File: config.mk
export PLATFORM = sky130hd
export DESIGN_NAME = tbp_top
export DESIGN_NICKNAME = d
export VERILOG_FILES = /design/src/rtl/tbp_pkg.sv /design/src/rtl/tbp_prescaler.sv /design/src/rtl/tbp_chan.sv /design/src/rtl/tbp_top.sv
export VERILOG_INCLUDE_DIRS = /design/src /design/src/rtl
export SDC_FILE = /design/constraint.sdc
export NUM_CORES = 1
export LEC_CHECK = 0
export ABC_AREA = 1
export BUFFER_PORTS_ARGS = -buffer_cell sky130_fd_sc_hd__buf_2
export CORE_MARGIN = 5
export CORE_UTILIZATION = 45
export CTS_CLUSTER_DIAMETER = 80
export DETAILED_ROUTE_END_ITERATION = 10
export SYNTH_ARGS = -nofsm -noshare
export SYNTH_HDL_FRONTEND = slang
export SYNTH_SLANG_ARGS = --single-unit
export TNS_END_PERCENT = 30
File: constraint.sdc
create_clock -name core_clk_i -period 1.88 [get_ports core_clk_i]
set_input_delay 0.188 -clock core_clk_i [delete_from_list [all_inputs] [get_ports core_clk_i]]
set_output_delay 0.188 -clock core_clk_i [all_outputs]
set_load 0.02 [all_outputs]
File: src/rtl/tbp_params.svh
// Offsets, field positions, reset values and widths of the buffered compare PWM timer.
// Contract
// [RULE_01] Channels zero and one can pair into one buffered compare, output on pin zero only.
// [RULE_02] With pairing set, channel zero compare drives the output until channel one is written.
// [RULE_03] After a channel one write, control passes at next overflow; last written pair wins.
// [RULE_04] When paired, channel zero control governs and reports; channel one control is ignored.
// [RULE_05] While paired, the channel one pin is released from timer control.
// [RULE_06] When paired, writing the active channel's compare takes effect at once.
// [RULE_07] With toggle-on-overflow set, the channel pin toggles when the counter reaches modulo.
// [RULE_08] Period is time between overflows; prescale code 000 counts every bus clock.
// [RULE_09] Pulse width runs overflow to match; level select 0 clears, 1 sets the pin.
// [RULE_10] With 8-bit modulo range, period and width vary in 256 steps.
// [RULE_11] Counter at modulo sets overflow flag and restarts from zero on next timer clock.
// [RULE_12] Upper modulo byte write suppresses overflow flag and interrupt until lower byte written.
// [RULE_13] Reset drives every bit of the counter modulo pair to one.
// [RULE_14] Software should reset the counter before writing new modulo values.
// [RULE_15] A three-bit prescale select picks seven divided bus rates or the external clock pin.
// [RULE_16] Counter equal to a channel compare sets, clears or toggles its pin; may interrupt.
// [RULE_17] After reset pairing is clear, so both channels run independently.
`ifndef TBP_PARAMS_SVH
`define TBP_PARAMS_SVH

// ==========================================================================
// Widths.
`define TBP_AW             8
`define TBP_DW             8
`define TBP_CW             16
`define TBP_PSW            3
`define TBP_DIVW           6
`define TBP_NCH            2
`define TBP_NEV            3

// ==========================================================================
// Register offsets.
`define TBP_OFS_SC         8'h00
`define TBP_OFS_CNT_HI     8'h01
`define TBP_OFS_CNT_LO     8'h02
`define TBP_OFS_MOD_HI     8'h03
`define TBP_OFS_MOD_LO     8'h04
`define TBP_OFS_CH0_CTRL   8'h05
`define TBP_OFS_CH0_HI     8'h06
`define TBP_OFS_CH0_LO     8'h07
`define TBP_OFS_CH1_CTRL   8'h08
`define TBP_OFS_CH1_HI     8'h09
`define TBP_OFS_CH1_LO     8'h0A
`define TBP_OFS_IRQ_STAT   8'h0B
`define TBP_OFS_IRQ_MASK   8'h0C
`define TBP_CH_STRIDE      8'h03

// ==========================================================================
// Field positions.
`define TBP_SC_STOP        5
`define TBP_SC_RST         4
`define TBP_CTRL_ACTIVE    7
`define TBP_CTRL_PAIR      5
`define TBP_CTRL_ELSB      3
`define TBP_CTRL_ELSA      2
`define TBP_CTRL_TOV       1
`define TBP_EV_OVF         0
`define TBP_EV_CH0         1
`define TBP_EV_CH1         2
`define TBP_PS_EXT         3'h7

// ==========================================================================
// Reset values.
`define TBP_MOD_RST        16'hFFFF
`define TBP_CMP_RST        16'hFFFF
`define TBP_PS_RST         3'h0

`endif

File: src/rtl/tbp_pkg.sv
// State types of the buffered compare PWM timer.
`include "tbp_params.svh"

package tbp_pkg;

   // ==========================================================================
   // Prescaler state.
   typedef struct packed
   {
      logic [`TBP_DIVW-1:0] div;
      logic                 ext_prev;
      logic                 tick;
   } tbp_pre_state_t;

   // ==========================================================================
   // Output pin state of one channel.
   typedef struct packed
   {
      logic pin;
   } tbp_chan_state_t;

   // ==========================================================================
   // Top level state.
   typedef struct packed
   {
      logic [`TBP_DW-1:0]                 rdata;
      logic                               irq;
      logic                               stop;
      logic [`TBP_PSW-1:0]                ps;
      logic [`TBP_CW-1:0]                 cnt;
      logic [`TBP_CW-1:0]                 modv;
      logic                               mod_inh;
      logic [`TBP_NCH-1:0][`TBP_DW-1:0]   ctrl;
      logic [`TBP_NCH-1:0][`TBP_CW-1:0]   cmp;
      logic                               active;
      logic                               last_wr;
      logic [`TBP_NEV-1:0]                stat;
      logic [`TBP_NEV-1:0]                mask;
      logic [`TBP_NCH-1:0]                oe;
      logic [1:0]                         ext_sync;
   } tbp_top_state_t;

endpackage

File: src/rtl/tbp_prescaler.sv
// Counter clock prescaler: seven divided bus rates or the external clock pin.
`timescale 1ns/10ps
`include "tbp_params.svh"

module tbp_prescaler
(
   input  wire logic                 core_clk_i,
   input  wire logic                 rst_i,
   input  wire logic                 en_i,
   input  wire logic                 clr_i,
   input  wire logic                 run_i,
   input  wire logic [`TBP_PSW-1:0]  sel_i,
   input  wire logic                 ext_lvl_i,
   output logic                      tick_o
);

   tbp_pkg::tbp_pre_state_t s_q;
   tbp_pkg::tbp_pre_state_t s_d;

   // ==========================================================================
   // Tick generation.
   always_comb
   begin
      s_d          = s_q;
      s_d.ext_prev = ext_lvl_i;
      s_d.div      = clr_i ? '0 : s_q.div + `TBP_DIVW'(1);
      if (!run_i || clr_i)
      begin
         s_d.tick = 1'b0;
      end
      else if (sel_i == `TBP_PS_EXT)
      begin
         s_d.tick = ext_lvl_i && !s_q.ext_prev; // [RULE_15]
      end
      else
      begin
         s_d.tick = &(s_q.div | ~((`TBP_DIVW'(1) << sel_i) - `TBP_DIVW'(1))); // [RULE_08] [RULE_15]
      end
   end

   always_ff @(posedge core_clk_i)
   begin
      if (rst_i)
      begin
         s_q <= '0;
      end
      else if (en_i)
      begin
         s_q <= s_d;
      end
   end

   assign tick_o = s_q.tick;

endmodule

File: src/rtl/tbp_chan.sv
// Output pin logic of one compare channel.
`timescale 1ns/10ps

module tbp_chan
(
   input  wire logic        core_clk_i,
   input  wire logic        rst_i,
   input  wire logic        en_i,
   input  wire logic        ovf_i,
   input  wire logic        match_i,
   input  wire logic        tov_i,
   input  wire logic [1:0]  els_i,
   output logic             pin_o
);

   tbp_pkg::tbp_chan_state_t s_q;
   tbp_pkg::tbp_chan_state_t s_d;

   // ==========================================================================
   // Pin update; a compare action overrides a toggle in the same tick.
   always_comb
   begin
      s_d = s_q;
      if (ovf_i && tov_i)
      begin
         s_d.pin = !s_q.pin; // [RULE_07]
      end
      if (match_i)
      begin
         case (els_i)
            2'h1:    s_d.pin = !s_q.pin; // [RULE_16]
            2'h2:    s_d.pin = 1'b0; // [RULE_09] [RULE_16]
            2'h3:    s_d.pin = 1'b1; // [RULE_09] [RULE_16]
            default: s_d.pin = s_d.pin;
         endcase
      end
   end

   always_ff @(posedge core_clk_i)
   begin
      if (rst_i)
      begin
         s_q <= '0;
      end
      else if (en_i)
      begin
         s_q <= s_d;
      end
   end

   assign pin_o = s_q.pin;

endmodule

File: src/rtl/tbp_top.sv
// Buffered output compare and PWM timer with counter modulo, register port and interrupt.
`timescale 1ns/10ps
`include "tbp_params.svh"

module tbp_top
(
   input  wire logic                core_clk_i,
   input  wire logic                rst_i,
   input  wire logic                en_i,
   input  wire logic [`TBP_AW-1:0]  addr_i,
   input  wire logic [`TBP_DW-1:0]  wdata_i,
   input  wire logic                wr_i,
   input  wire logic                rd_i,
   output logic      [`TBP_DW-1:0]  rdata_o,
   input  wire logic                external_timer_clock_pin_i,
   output logic                     chan_zero_pin_o,
   output logic                     chan_zero_pin_oe_o,
   output logic                     chan_one_pin_o,
   output logic                     chan_one_pin_oe_o,
   output logic                     irq_o
);

   // ==========================================================================
   // Decoding helpers.
   function automatic logic hit(input logic [`TBP_AW-1:0] a, input logic [`TBP_AW-1:0] ofs);
      hit = (a == ofs);
   endfunction

   function automatic logic [`TBP_CW-1:0] put_byte(input logic [`TBP_CW-1:0] v,
                                                   input logic               hi,
                                                   input logic [`TBP_DW-1:0] b);
      put_byte = hi ? {b, v[`TBP_DW-1:0]} : {v[`TBP_CW-1:`TBP_DW], b};
   endfunction

   // ==========================================================================
   // State and combinational signals.
   tbp_pkg::tbp_top_state_t s_q;
   tbp_pkg::tbp_top_state_t s_d;

   logic                             tick;
   logic                             pair;
   logic                             cnt_clr;
   logic                             ovf_ev;
   logic                             ovf_flag_ev;
   logic [`TBP_NCH-1:0]              match_ev;
   logic [`TBP_NCH-1:0][`TBP_CW-1:0] cmp_eff;
   logic [`TBP_NCH-1:0]              chan_ovf;
   logic [`TBP_NCH-1:0]              chan_match;
   logic [`TBP_NCH-1:0]              chan_tov;
   logic [`TBP_NCH-1:0][1:0]         chan_els;
   logic [`TBP_NCH-1:0]              chan_pin;
   logic [`TBP_NCH-1:0]              cmp_wr;
   logic [`TBP_NEV-1:0]              stat_set;
   logic [`TBP_NEV-1:0]              stat_clr;
   logic [`TBP_DW-1:0]               rd_mux;

   // ==========================================================================
   // Prescaler.
   tbp_prescaler u_pre
   (
      .core_clk_i (core_clk_i),
      .rst_i      (rst_i),
      .en_i       (en_i),
      .clr_i      (cnt_clr),
      .run_i      (!s_q.stop),
      .sel_i      (s_q.ps),
      .ext_lvl_i  (s_q.ext_sync[1]),
      .tick_o     (tick)
   );

   // ==========================================================================
   // Event detection.
   always_comb
   begin
      pair       = s_q.ctrl[0][`TBP_CTRL_PAIR]; // [RULE_01]
      cnt_clr    = wr_i && hit(addr_i, `TBP_OFS_SC) && wdata_i[`TBP_SC_RST];
      // The full 16-bit compare allows 256-step period and width in an 8-bit range.
      ovf_ev     = tick && (s_q.cnt == s_q.modv); // [RULE_10] [RULE_11]
      ovf_flag_ev = ovf_ev && !s_q.mod_inh; // [RULE_12]
      cmp_eff[0] = (pair && s_q.active) ? s_q.cmp[1] : s_q.cmp[0]; // [RULE_02] [RULE_03]
      cmp_eff[1] = s_q.cmp[1];
   end

   // ==========================================================================
   // Per channel control and compare.
   genvar gi;
   generate
      for (gi = 0; gi < `TBP_NCH; gi = gi + 1)
      begin : g_ch
         always_comb
         begin
            match_ev[gi] = tick && (s_q.cnt == cmp_eff[gi]); // [RULE_16]
            cmp_wr[gi]   = wr_i && (hit(addr_i, `TBP_OFS_CH0_HI + `TBP_AW'(gi) * `TBP_CH_STRIDE) ||
                                    hit(addr_i, `TBP_OFS_CH0_LO + `TBP_AW'(gi) * `TBP_CH_STRIDE));
            if (gi != 0 && pair)
            begin
               chan_ovf[gi]   = 1'b0; // [RULE_04]
               chan_match[gi] = 1'b0; // [RULE_04]
            end
            else
            begin
               chan_ovf[gi]   = ovf_ev;
               chan_match[gi] = match_ev[gi];
            end
            chan_tov[gi] = s_q.ctrl[gi][`TBP_CTRL_TOV];
            chan_els[gi] = {s_q.ctrl[gi][`TBP_CTRL_ELSB], s_q.ctrl[gi][`TBP_CTRL_ELSA]};
         end

         tbp_chan u_chan
         (
            .core_clk_i (core_clk_i),
            .rst_i      (rst_i),
            .en_i       (en_i),
            .ovf_i      (chan_ovf[gi]),
            .match_i    (chan_match[gi]),
            .tov_i      (chan_tov[gi]),
            .els_i      (chan_els[gi]),
            .pin_o      (chan_pin[gi])
         );
      end
   endgenerate

   // ==========================================================================
   // Interrupt status events.
   always_comb
   begin
      stat_set                = '0;
      stat_set[`TBP_EV_OVF]   = ovf_flag_ev; // [RULE_11] [RULE_12]
      stat_set[`TBP_EV_CH0]   = match_ev[0]; // [RULE_16]
      stat_set[`TBP_EV_CH1]   = match_ev[1] && !pair; // [RULE_04]
      stat_clr                = '0;
      if (wr_i && hit(addr_i, `TBP_OFS_IRQ_STAT))
      begin
         stat_clr = wdata_i[`TBP_NEV-1:0];
      end
   end

   // ==========================================================================
   // Read multiplexer.
   always_comb
   begin
      rd_mux = '0;
      case (addr_i)
         `TBP_OFS_SC:
         begin
            rd_mux[`TBP_SC_STOP]  = s_q.stop;
            rd_mux[`TBP_PSW-1:0]  = s_q.ps;
         end
         `TBP_OFS_CNT_HI:   rd_mux = s_q.cnt[`TBP_CW-1:`TBP_DW];
         `TBP_OFS_CNT_LO:   rd_mux = s_q.cnt[`TBP_DW-1:0];
         `TBP_OFS_MOD_HI:   rd_mux = s_q.modv[`TBP_CW-1:`TBP_DW];
         `TBP_OFS_MOD_LO:   rd_mux = s_q.modv[`TBP_DW-1:0];
         `TBP_OFS_CH0_CTRL:
         begin
            rd_mux                   = s_q.ctrl[0];
            rd_mux[`TBP_CTRL_ACTIVE] = pair && s_q.active; // [RULE_04]
         end
         `TBP_OFS_CH0_HI:   rd_mux = s_q.cmp[0][`TBP_CW-1:`TBP_DW];
         `TBP_OFS_CH0_LO:   rd_mux = s_q.cmp[0][`TBP_DW-1:0];
         `TBP_OFS_CH1_CTRL: rd_mux = s_q.ctrl[1];
         `TBP_OFS_CH1_HI:   rd_mux = s_q.cmp[1][`TBP_CW-1:`TBP_DW];
         `TBP_OFS_CH1_LO:   rd_mux = s_q.cmp[1][`TBP_DW-1:0];
         `TBP_OFS_IRQ_STAT: rd_mux[`TBP_NEV-1:0] = s_q.stat;
         `TBP_OFS_IRQ_MASK: rd_mux[`TBP_NEV-1:0] = s_q.mask;
         default:           rd_mux = '0;
      endcase
   end

   // ==========================================================================
   // Next state.
   always_comb
   begin
      s_d          = s_q;
      s_d.ext_sync = {s_q.ext_sync[0], external_timer_clock_pin_i};

      if (rd_i)
      begin
         s_d.rdata = rd_mux;
      end

      if (wr_i && hit(addr_i, `TBP_OFS_SC))
      begin
         s_d.stop = wdata_i[`TBP_SC_STOP];
         s_d.ps   = wdata_i[`TBP_PSW-1:0]; // [RULE_15]
      end

      // Counter: restarts from zero on the tick after reaching modulo.
      if (cnt_clr)
      begin
         s_d.cnt = '0;
      end
      else if (ovf_ev)
      begin
         s_d.cnt = '0; // [RULE_08] [RULE_11]
      end
      else if (tick)
      begin
         s_d.cnt = s_q.cnt + `TBP_CW'(1);
      end

      // Modulo pair; the upper byte arms the overflow inhibit.
      if (wr_i && hit(addr_i, `TBP_OFS_MOD_HI))
      begin
         s_d.modv    = put_byte(s_q.modv, 1'b1, wdata_i);
         s_d.mod_inh = 1'b1; // [RULE_12]
      end
      if (wr_i && hit(addr_i, `TBP_OFS_MOD_LO))
      begin
         s_d.modv    = put_byte(s_q.modv, 1'b0, wdata_i);
         s_d.mod_inh = 1'b0; // [RULE_12]
      end

      if (wr_i && hit(addr_i, `TBP_OFS_CH0_CTRL))
      begin
         s_d.ctrl[0] = wdata_i & 8'h2E;
      end
      if (wr_i && hit(addr_i, `TBP_OFS_CH1_CTRL))
      begin
         s_d.ctrl[1] = wdata_i & 8'h0E;
      end

      // Compare writes land at once, also on the active channel.
      if (wr_i && hit(addr_i, `TBP_OFS_CH0_HI))
      begin
         s_d.cmp[0] = put_byte(s_q.cmp[0], 1'b1, wdata_i); // [RULE_06]
      end
      if (wr_i && hit(addr_i, `TBP_OFS_CH0_LO))
      begin
         s_d.cmp[0] = put_byte(s_q.cmp[0], 1'b0, wdata_i); // [RULE_06]
      end
      if (wr_i && hit(addr_i, `TBP_OFS_CH1_HI))
      begin
         s_d.cmp[1] = put_byte(s_q.cmp[1], 1'b1, wdata_i); // [RULE_06]
      end
      if (wr_i && hit(addr_i, `TBP_OFS_CH1_LO))
      begin
         s_d.cmp[1] = put_byte(s_q.cmp[1], 1'b0, wdata_i); // [RULE_06]
      end

      // Buffered channel selection.
      if (!pair)
      begin
         s_d.active  = 1'b0; // [RULE_02]
         s_d.last_wr = 1'b0;
      end
      else
      begin
         if (cmp_wr[1])
         begin
            s_d.last_wr = 1'b1; // [RULE_03]
         end
         else if (cmp_wr[0])
         begin
            s_d.last_wr = 1'b0; // [RULE_03]
         end
         if (ovf_ev)
         begin
            s_d.active = s_q.last_wr; // [RULE_03]
         end
      end

      if (wr_i && hit(addr_i, `TBP_OFS_IRQ_MASK))
      begin
         s_d.mask = wdata_i[`TBP_NEV-1:0];
      end
      s_d.stat = (s_q.stat & ~stat_clr) | stat_set;
      s_d.irq  = |(s_d.stat & s_d.mask);

      s_d.oe[0] = (chan_els[0] != 2'h0) || chan_tov[0]; // [RULE_01]
      s_d.oe[1] = ((chan_els[1] != 2'h0) || chan_tov[1]) && !pair; // [RULE_05]
   end

   // ==========================================================================
   // State register.
   always_ff @(posedge core_clk_i)
   begin
      if (rst_i)
      begin
         s_q        <= '0; // [RULE_17]
         s_q.ps     <= `TBP_PS_RST;
         s_q.modv   <= `TBP_MOD_RST; // [RULE_13]
         s_q.cmp[0] <= `TBP_CMP_RST;
         s_q.cmp[1] <= `TBP_CMP_RST;
      end
      else if (en_i)
      begin
         s_q <= s_d;
      end
   end

   // ==========================================================================
   // Outputs.
   assign rdata_o            = s_q.rdata;
   assign irq_o              = s_q.irq;
   assign chan_zero_pin_o    = chan_pin[0]; // [RULE_01]
   assign chan_zero_pin_oe_o = s_q.oe[0];
   assign chan_one_pin_o     = chan_pin[1];
   assign chan_one_pin_oe_o  = s_q.oe[1];

endmodule

==> results.md <==
- Mapped Avg Cell Area: 6.53 sq um
- IO Count: 35
- Worst skew pair latency: roughly 360 ps
- Die height: ~130 microns
- Final slew viol count: 0
- CP max stage delay: approximately 420 ps
- Initial antenna violation count: 0
- DR iter-0 viols: roughly 700
- Number of global-route vias before repair: approximately 6100
- Via count: around 6700
- CP max-delay cell: dfxtp_1
- Share of flip-flops with an asynchronous set or reset: 0
- CTS root buf: clkbuf_16
- Distinct cells, synth: 43
- Top sig layer: met4
- Total CTS buffers: 9
- Synth Instances: between 900 and 1000
- Crit share post-route: 0.979
- Cell Area, Synth: between 6000 and 7000 sq um
- Reg area: about 2200 sq um
- Clk buf depth: 2
- DRT antenna net count: 0
- Die width: 127 microns
- Final Net Count: between 1000 and 1500
- CTS HTree Levels: 3
- DR WL/cell: between 15 and 20 microns
- Routed length on met2: 10100 microns
- WP data required: 2170 ps
- Setup-failing EPs final: 0
- #FFs+latches synth: 107
- Multi-input logic area: 3390 sq um
- CP Launch Type: flip-flop
- Largest net degree at the start of global routing: 41
- 1st-pass router iterations: 5
- Maxcap violations: 0
- EDFF count, synth: 0
- CP cell instances: inv_1, nand2_1, nand4_1, nor2_2, nand3_4, buf_6, nor3_4, xor2_1, nand2_1, a21oi_1
- Post-Route M1 WL: 10400 microns
- Ys flop type: dfxtp_1
- N_diodes: 0
- Dpl ws: roughly 35 ps
- Hold violation count in the final report: 0
- GRT overflow: 0
- Post-Syn Nets: between 900 and 1000
- CP max FO: 4
- FILL cells: between 1000 and 1500
- DR DRC count: 0
- Critical Path AT: ~2100 ps
- CTS tree: done
- Hold Path Class: in2reg
- Core Util, Final: 0.559
- Hold_buf cts: 0
- First-pass GRT wire length: about 35000 microns
- Seq/Total Area, Yosys: 0.348
- Vias per cell: 5.46
- Most common cell on crit path: nand2_1
- Final HPWL DP: ~19000 microns
- Min Tclk post-route: between 1500 and 2000 ps
- Clock transition at the registers of the reported paths: about 70 ps
- Leakage: 3.63 nW
- Starting density of the core: 0.461
- WS Path Type: reg2reg
- CTS sink cnt: 107
- Power per cell area: 608 nW/um^2
- Worst-Margin Slew: 470 ps
- Syn-to-layout area delta: 21.2%
- Critical Path Sink Type: flip-flop
- Placeable Area: approximately 13000 sq um
- FMAX: about 540 MHz
- Die ar.: ~16000 sq um
- Final WS setup: 40.1 ps
- GP Congestion: ~0.99
- Share of cells above drive strength 1: 0.188
- Peak supply drop: between 0.0005 and 0.0006 V
- Worst clock skew: 9.40 ps
- RSZ-0062 raised after global routing: yes
- Final wirelength: ~23000 microns
- Number of port buffers: 34
- # rows: between 40 and 50
- Total GRT Usage: 0.288
- Worst slew margin: 0.686
- Ys Warns: 0
- Run status: completed
- Metal3 WL: 2130 microns
## cell usage in the layout (no fill, tap or decap), types with 4 or more instances in the layout
| cell type | n |
|---|---|
| buf_12 | 4 |
| clkinvlp_4 | 4 |
| buf_4 | 92 |
| dfxtp_2 | 8 |
| nor3_1 | 25 |
| o211ai_1 | 51 |
| nand3_1 | 42 |
| nand2_1 | 269 |
| nand2_2 | 4 |
| a211oi_1 | 5 |
| a21oi_1 | 54 |
| o21ai_0 | 46 |
| dfxtp_1 | 98 |
| buf_2 | 34 |
| inv_1 | 108 |
| xor2_1 | 6 |
| inv_2 | 10 |
| nand4_1 | 14 |
| nor3_2 | 4 |
| clkbuf_16 | 9 |
| nor2_2 | 12 |
| nor2_1 | 83 |
| a31oi_1 | 4 |
| o22ai_1 | 28 |
## flip-flops by register name (all words and copies together) (netlist names), 2 cells and up
| signal | flops |
|---|---|
| rdata_o | 8 |
| s_q | 62 |
| chan_tov | 2 |
| cmp_eff | 16 |
| g_ch.u_chan.pin_o | 2 |
| chan_els | 4 |
| u_pre.s_q | 7 |
## synthesized netlist by cell type (2+ instances only)
library cell / number / area [sq um]
a211oi_1: 5 / 37.5
a21oi_1: 55 / 275
a31oi_1: 4 / 25.0
buf_2: 10 / 50.1
buf_4: 11 / 82.6
buf_6: 2 / 22.5
clkbuf_1: 11 / 41.3
clkbuf_2: 2 / 10.0
clkinv_1: 2 / 7.51
dfxtp_1: 107 / 2140
ha_1: 3 / 37.5
inv_1: 110 / 413
inv_2: 8 / 30.0
nand2_1: 270 / 1010
nand2_2: 3 / 18.8
nand2_4: 2 / 22.5
nand3_1: 42 / 210
nand4_1: 14 / 87.6
nor2_1: 89 / 334
nor2_2: 6 / 37.5
nor2_4: 2 / 22.5
nor3_1: 26 / 130
nor3_2: 4 / 40.0
nor3b_1: 2 / 15.0
nor4_1: 3 / 18.8
o2111ai_1: 2 / 17.5
o211ai_1: 51 / 383
o21ai_0: 47 / 235
o21ai_4: 2 / 32.5
o22ai_1: 28 / 175
xnor2_1: 3 / 26.3
xor2_1: 6 / 52.6
## layout make-up
| class | count | area share |
|---|---|---|
| clock buffers | 11 | 0.0312 |
| clock inverters | 4 | 0.00704 |
| inverters | 121 | 0.0620 |
| multi-input cells | 678 | 0.454 |
| flip-flops and latches | 107 | 0.289 |
| well taps | 176 | 0.0295 |
| repair buffers | 131 | 0.128 |
## final timing paths
kind                                              to  depth (start not counted)  slack [ps]                       start
worst max register to register  g_ch[1].u_chan.pin_o                         10          40                     s_q[83]
worst min register to register          u_pre.s_q[1]                          2         460                u_pre.s_q[1]
worst min-delay path                          s_d[1]                          3          50  external_timer_clock_pin_i
worst max-delay path            g_ch[1].u_chan.pin_o                         10          40                     s_q[83]
## repair_timing
action | CTS | global route
pin swaps | 0 | 5
setup buffers | 0 | 3
gates resized for setup | 1 | 24
endpoints found under the setup margin | 2 | 19
## worst max-delay path: cells and delay by family, from the launching register on
kind                   cells  cell delay, ps
flip-flops                 1             420
AO/OA/AOI/OAI              1             120
AND/OR/NAND/NOR            6             760
XOR/XNOR                   1             170
buffers and inverters      2             280
## power by group
| group | switching [mW] | internal, mW | total (mW) |
|---|---|---|---|
| Sequential | 0.0189 | 2.29 | 2.31 |
| Clock | 0.875 | 1.03 | 1.90 |
| Combinational | 0.228 | 0.102 | 0.330 |
| Total | 1.12 | 3.42 | 4.54 |
## stage by stage
step | std cells | hold slack [ps] | power [mW] | TNS (ps) | area [sq um]
after detailed placement | 1210 | 428 | 2.69 | 0 | 7100
after floorplan | 943 | 318 | 2.53 | 0 | 6160
final | 1228 | 51.6 | 4.54 | 0 | 7460
after global placement | 1210 | 410 | 2.69 | 0 | 7100
after CTS | 1225 | 47.4 | 4.57 | 0 | 7380
after global routing | 1228 | 60.4 | 4.71 | -188 | 7460
## logic make-up after synthesis
logic type / count (synthesis) / share of synthesized area
and+or+nand+nor: 469 / 0.329
AOI/OAI and AO/OA: 197 / 0.196
buffers and inverters: 158 / 0.109
DFF: 107 / 0.348
xor gates and xnor gates: 9 / 0.0128
adders and majority gates: 3 / 0.00609
## routing by layer
metal,global-route usage,up-vias
met4,0.0921,0
met1,0.407,3026
li1,-,3333
met5,0,-
met3,0.0639,50
met2,0.439,296
(Power assumes the default switching activity.)
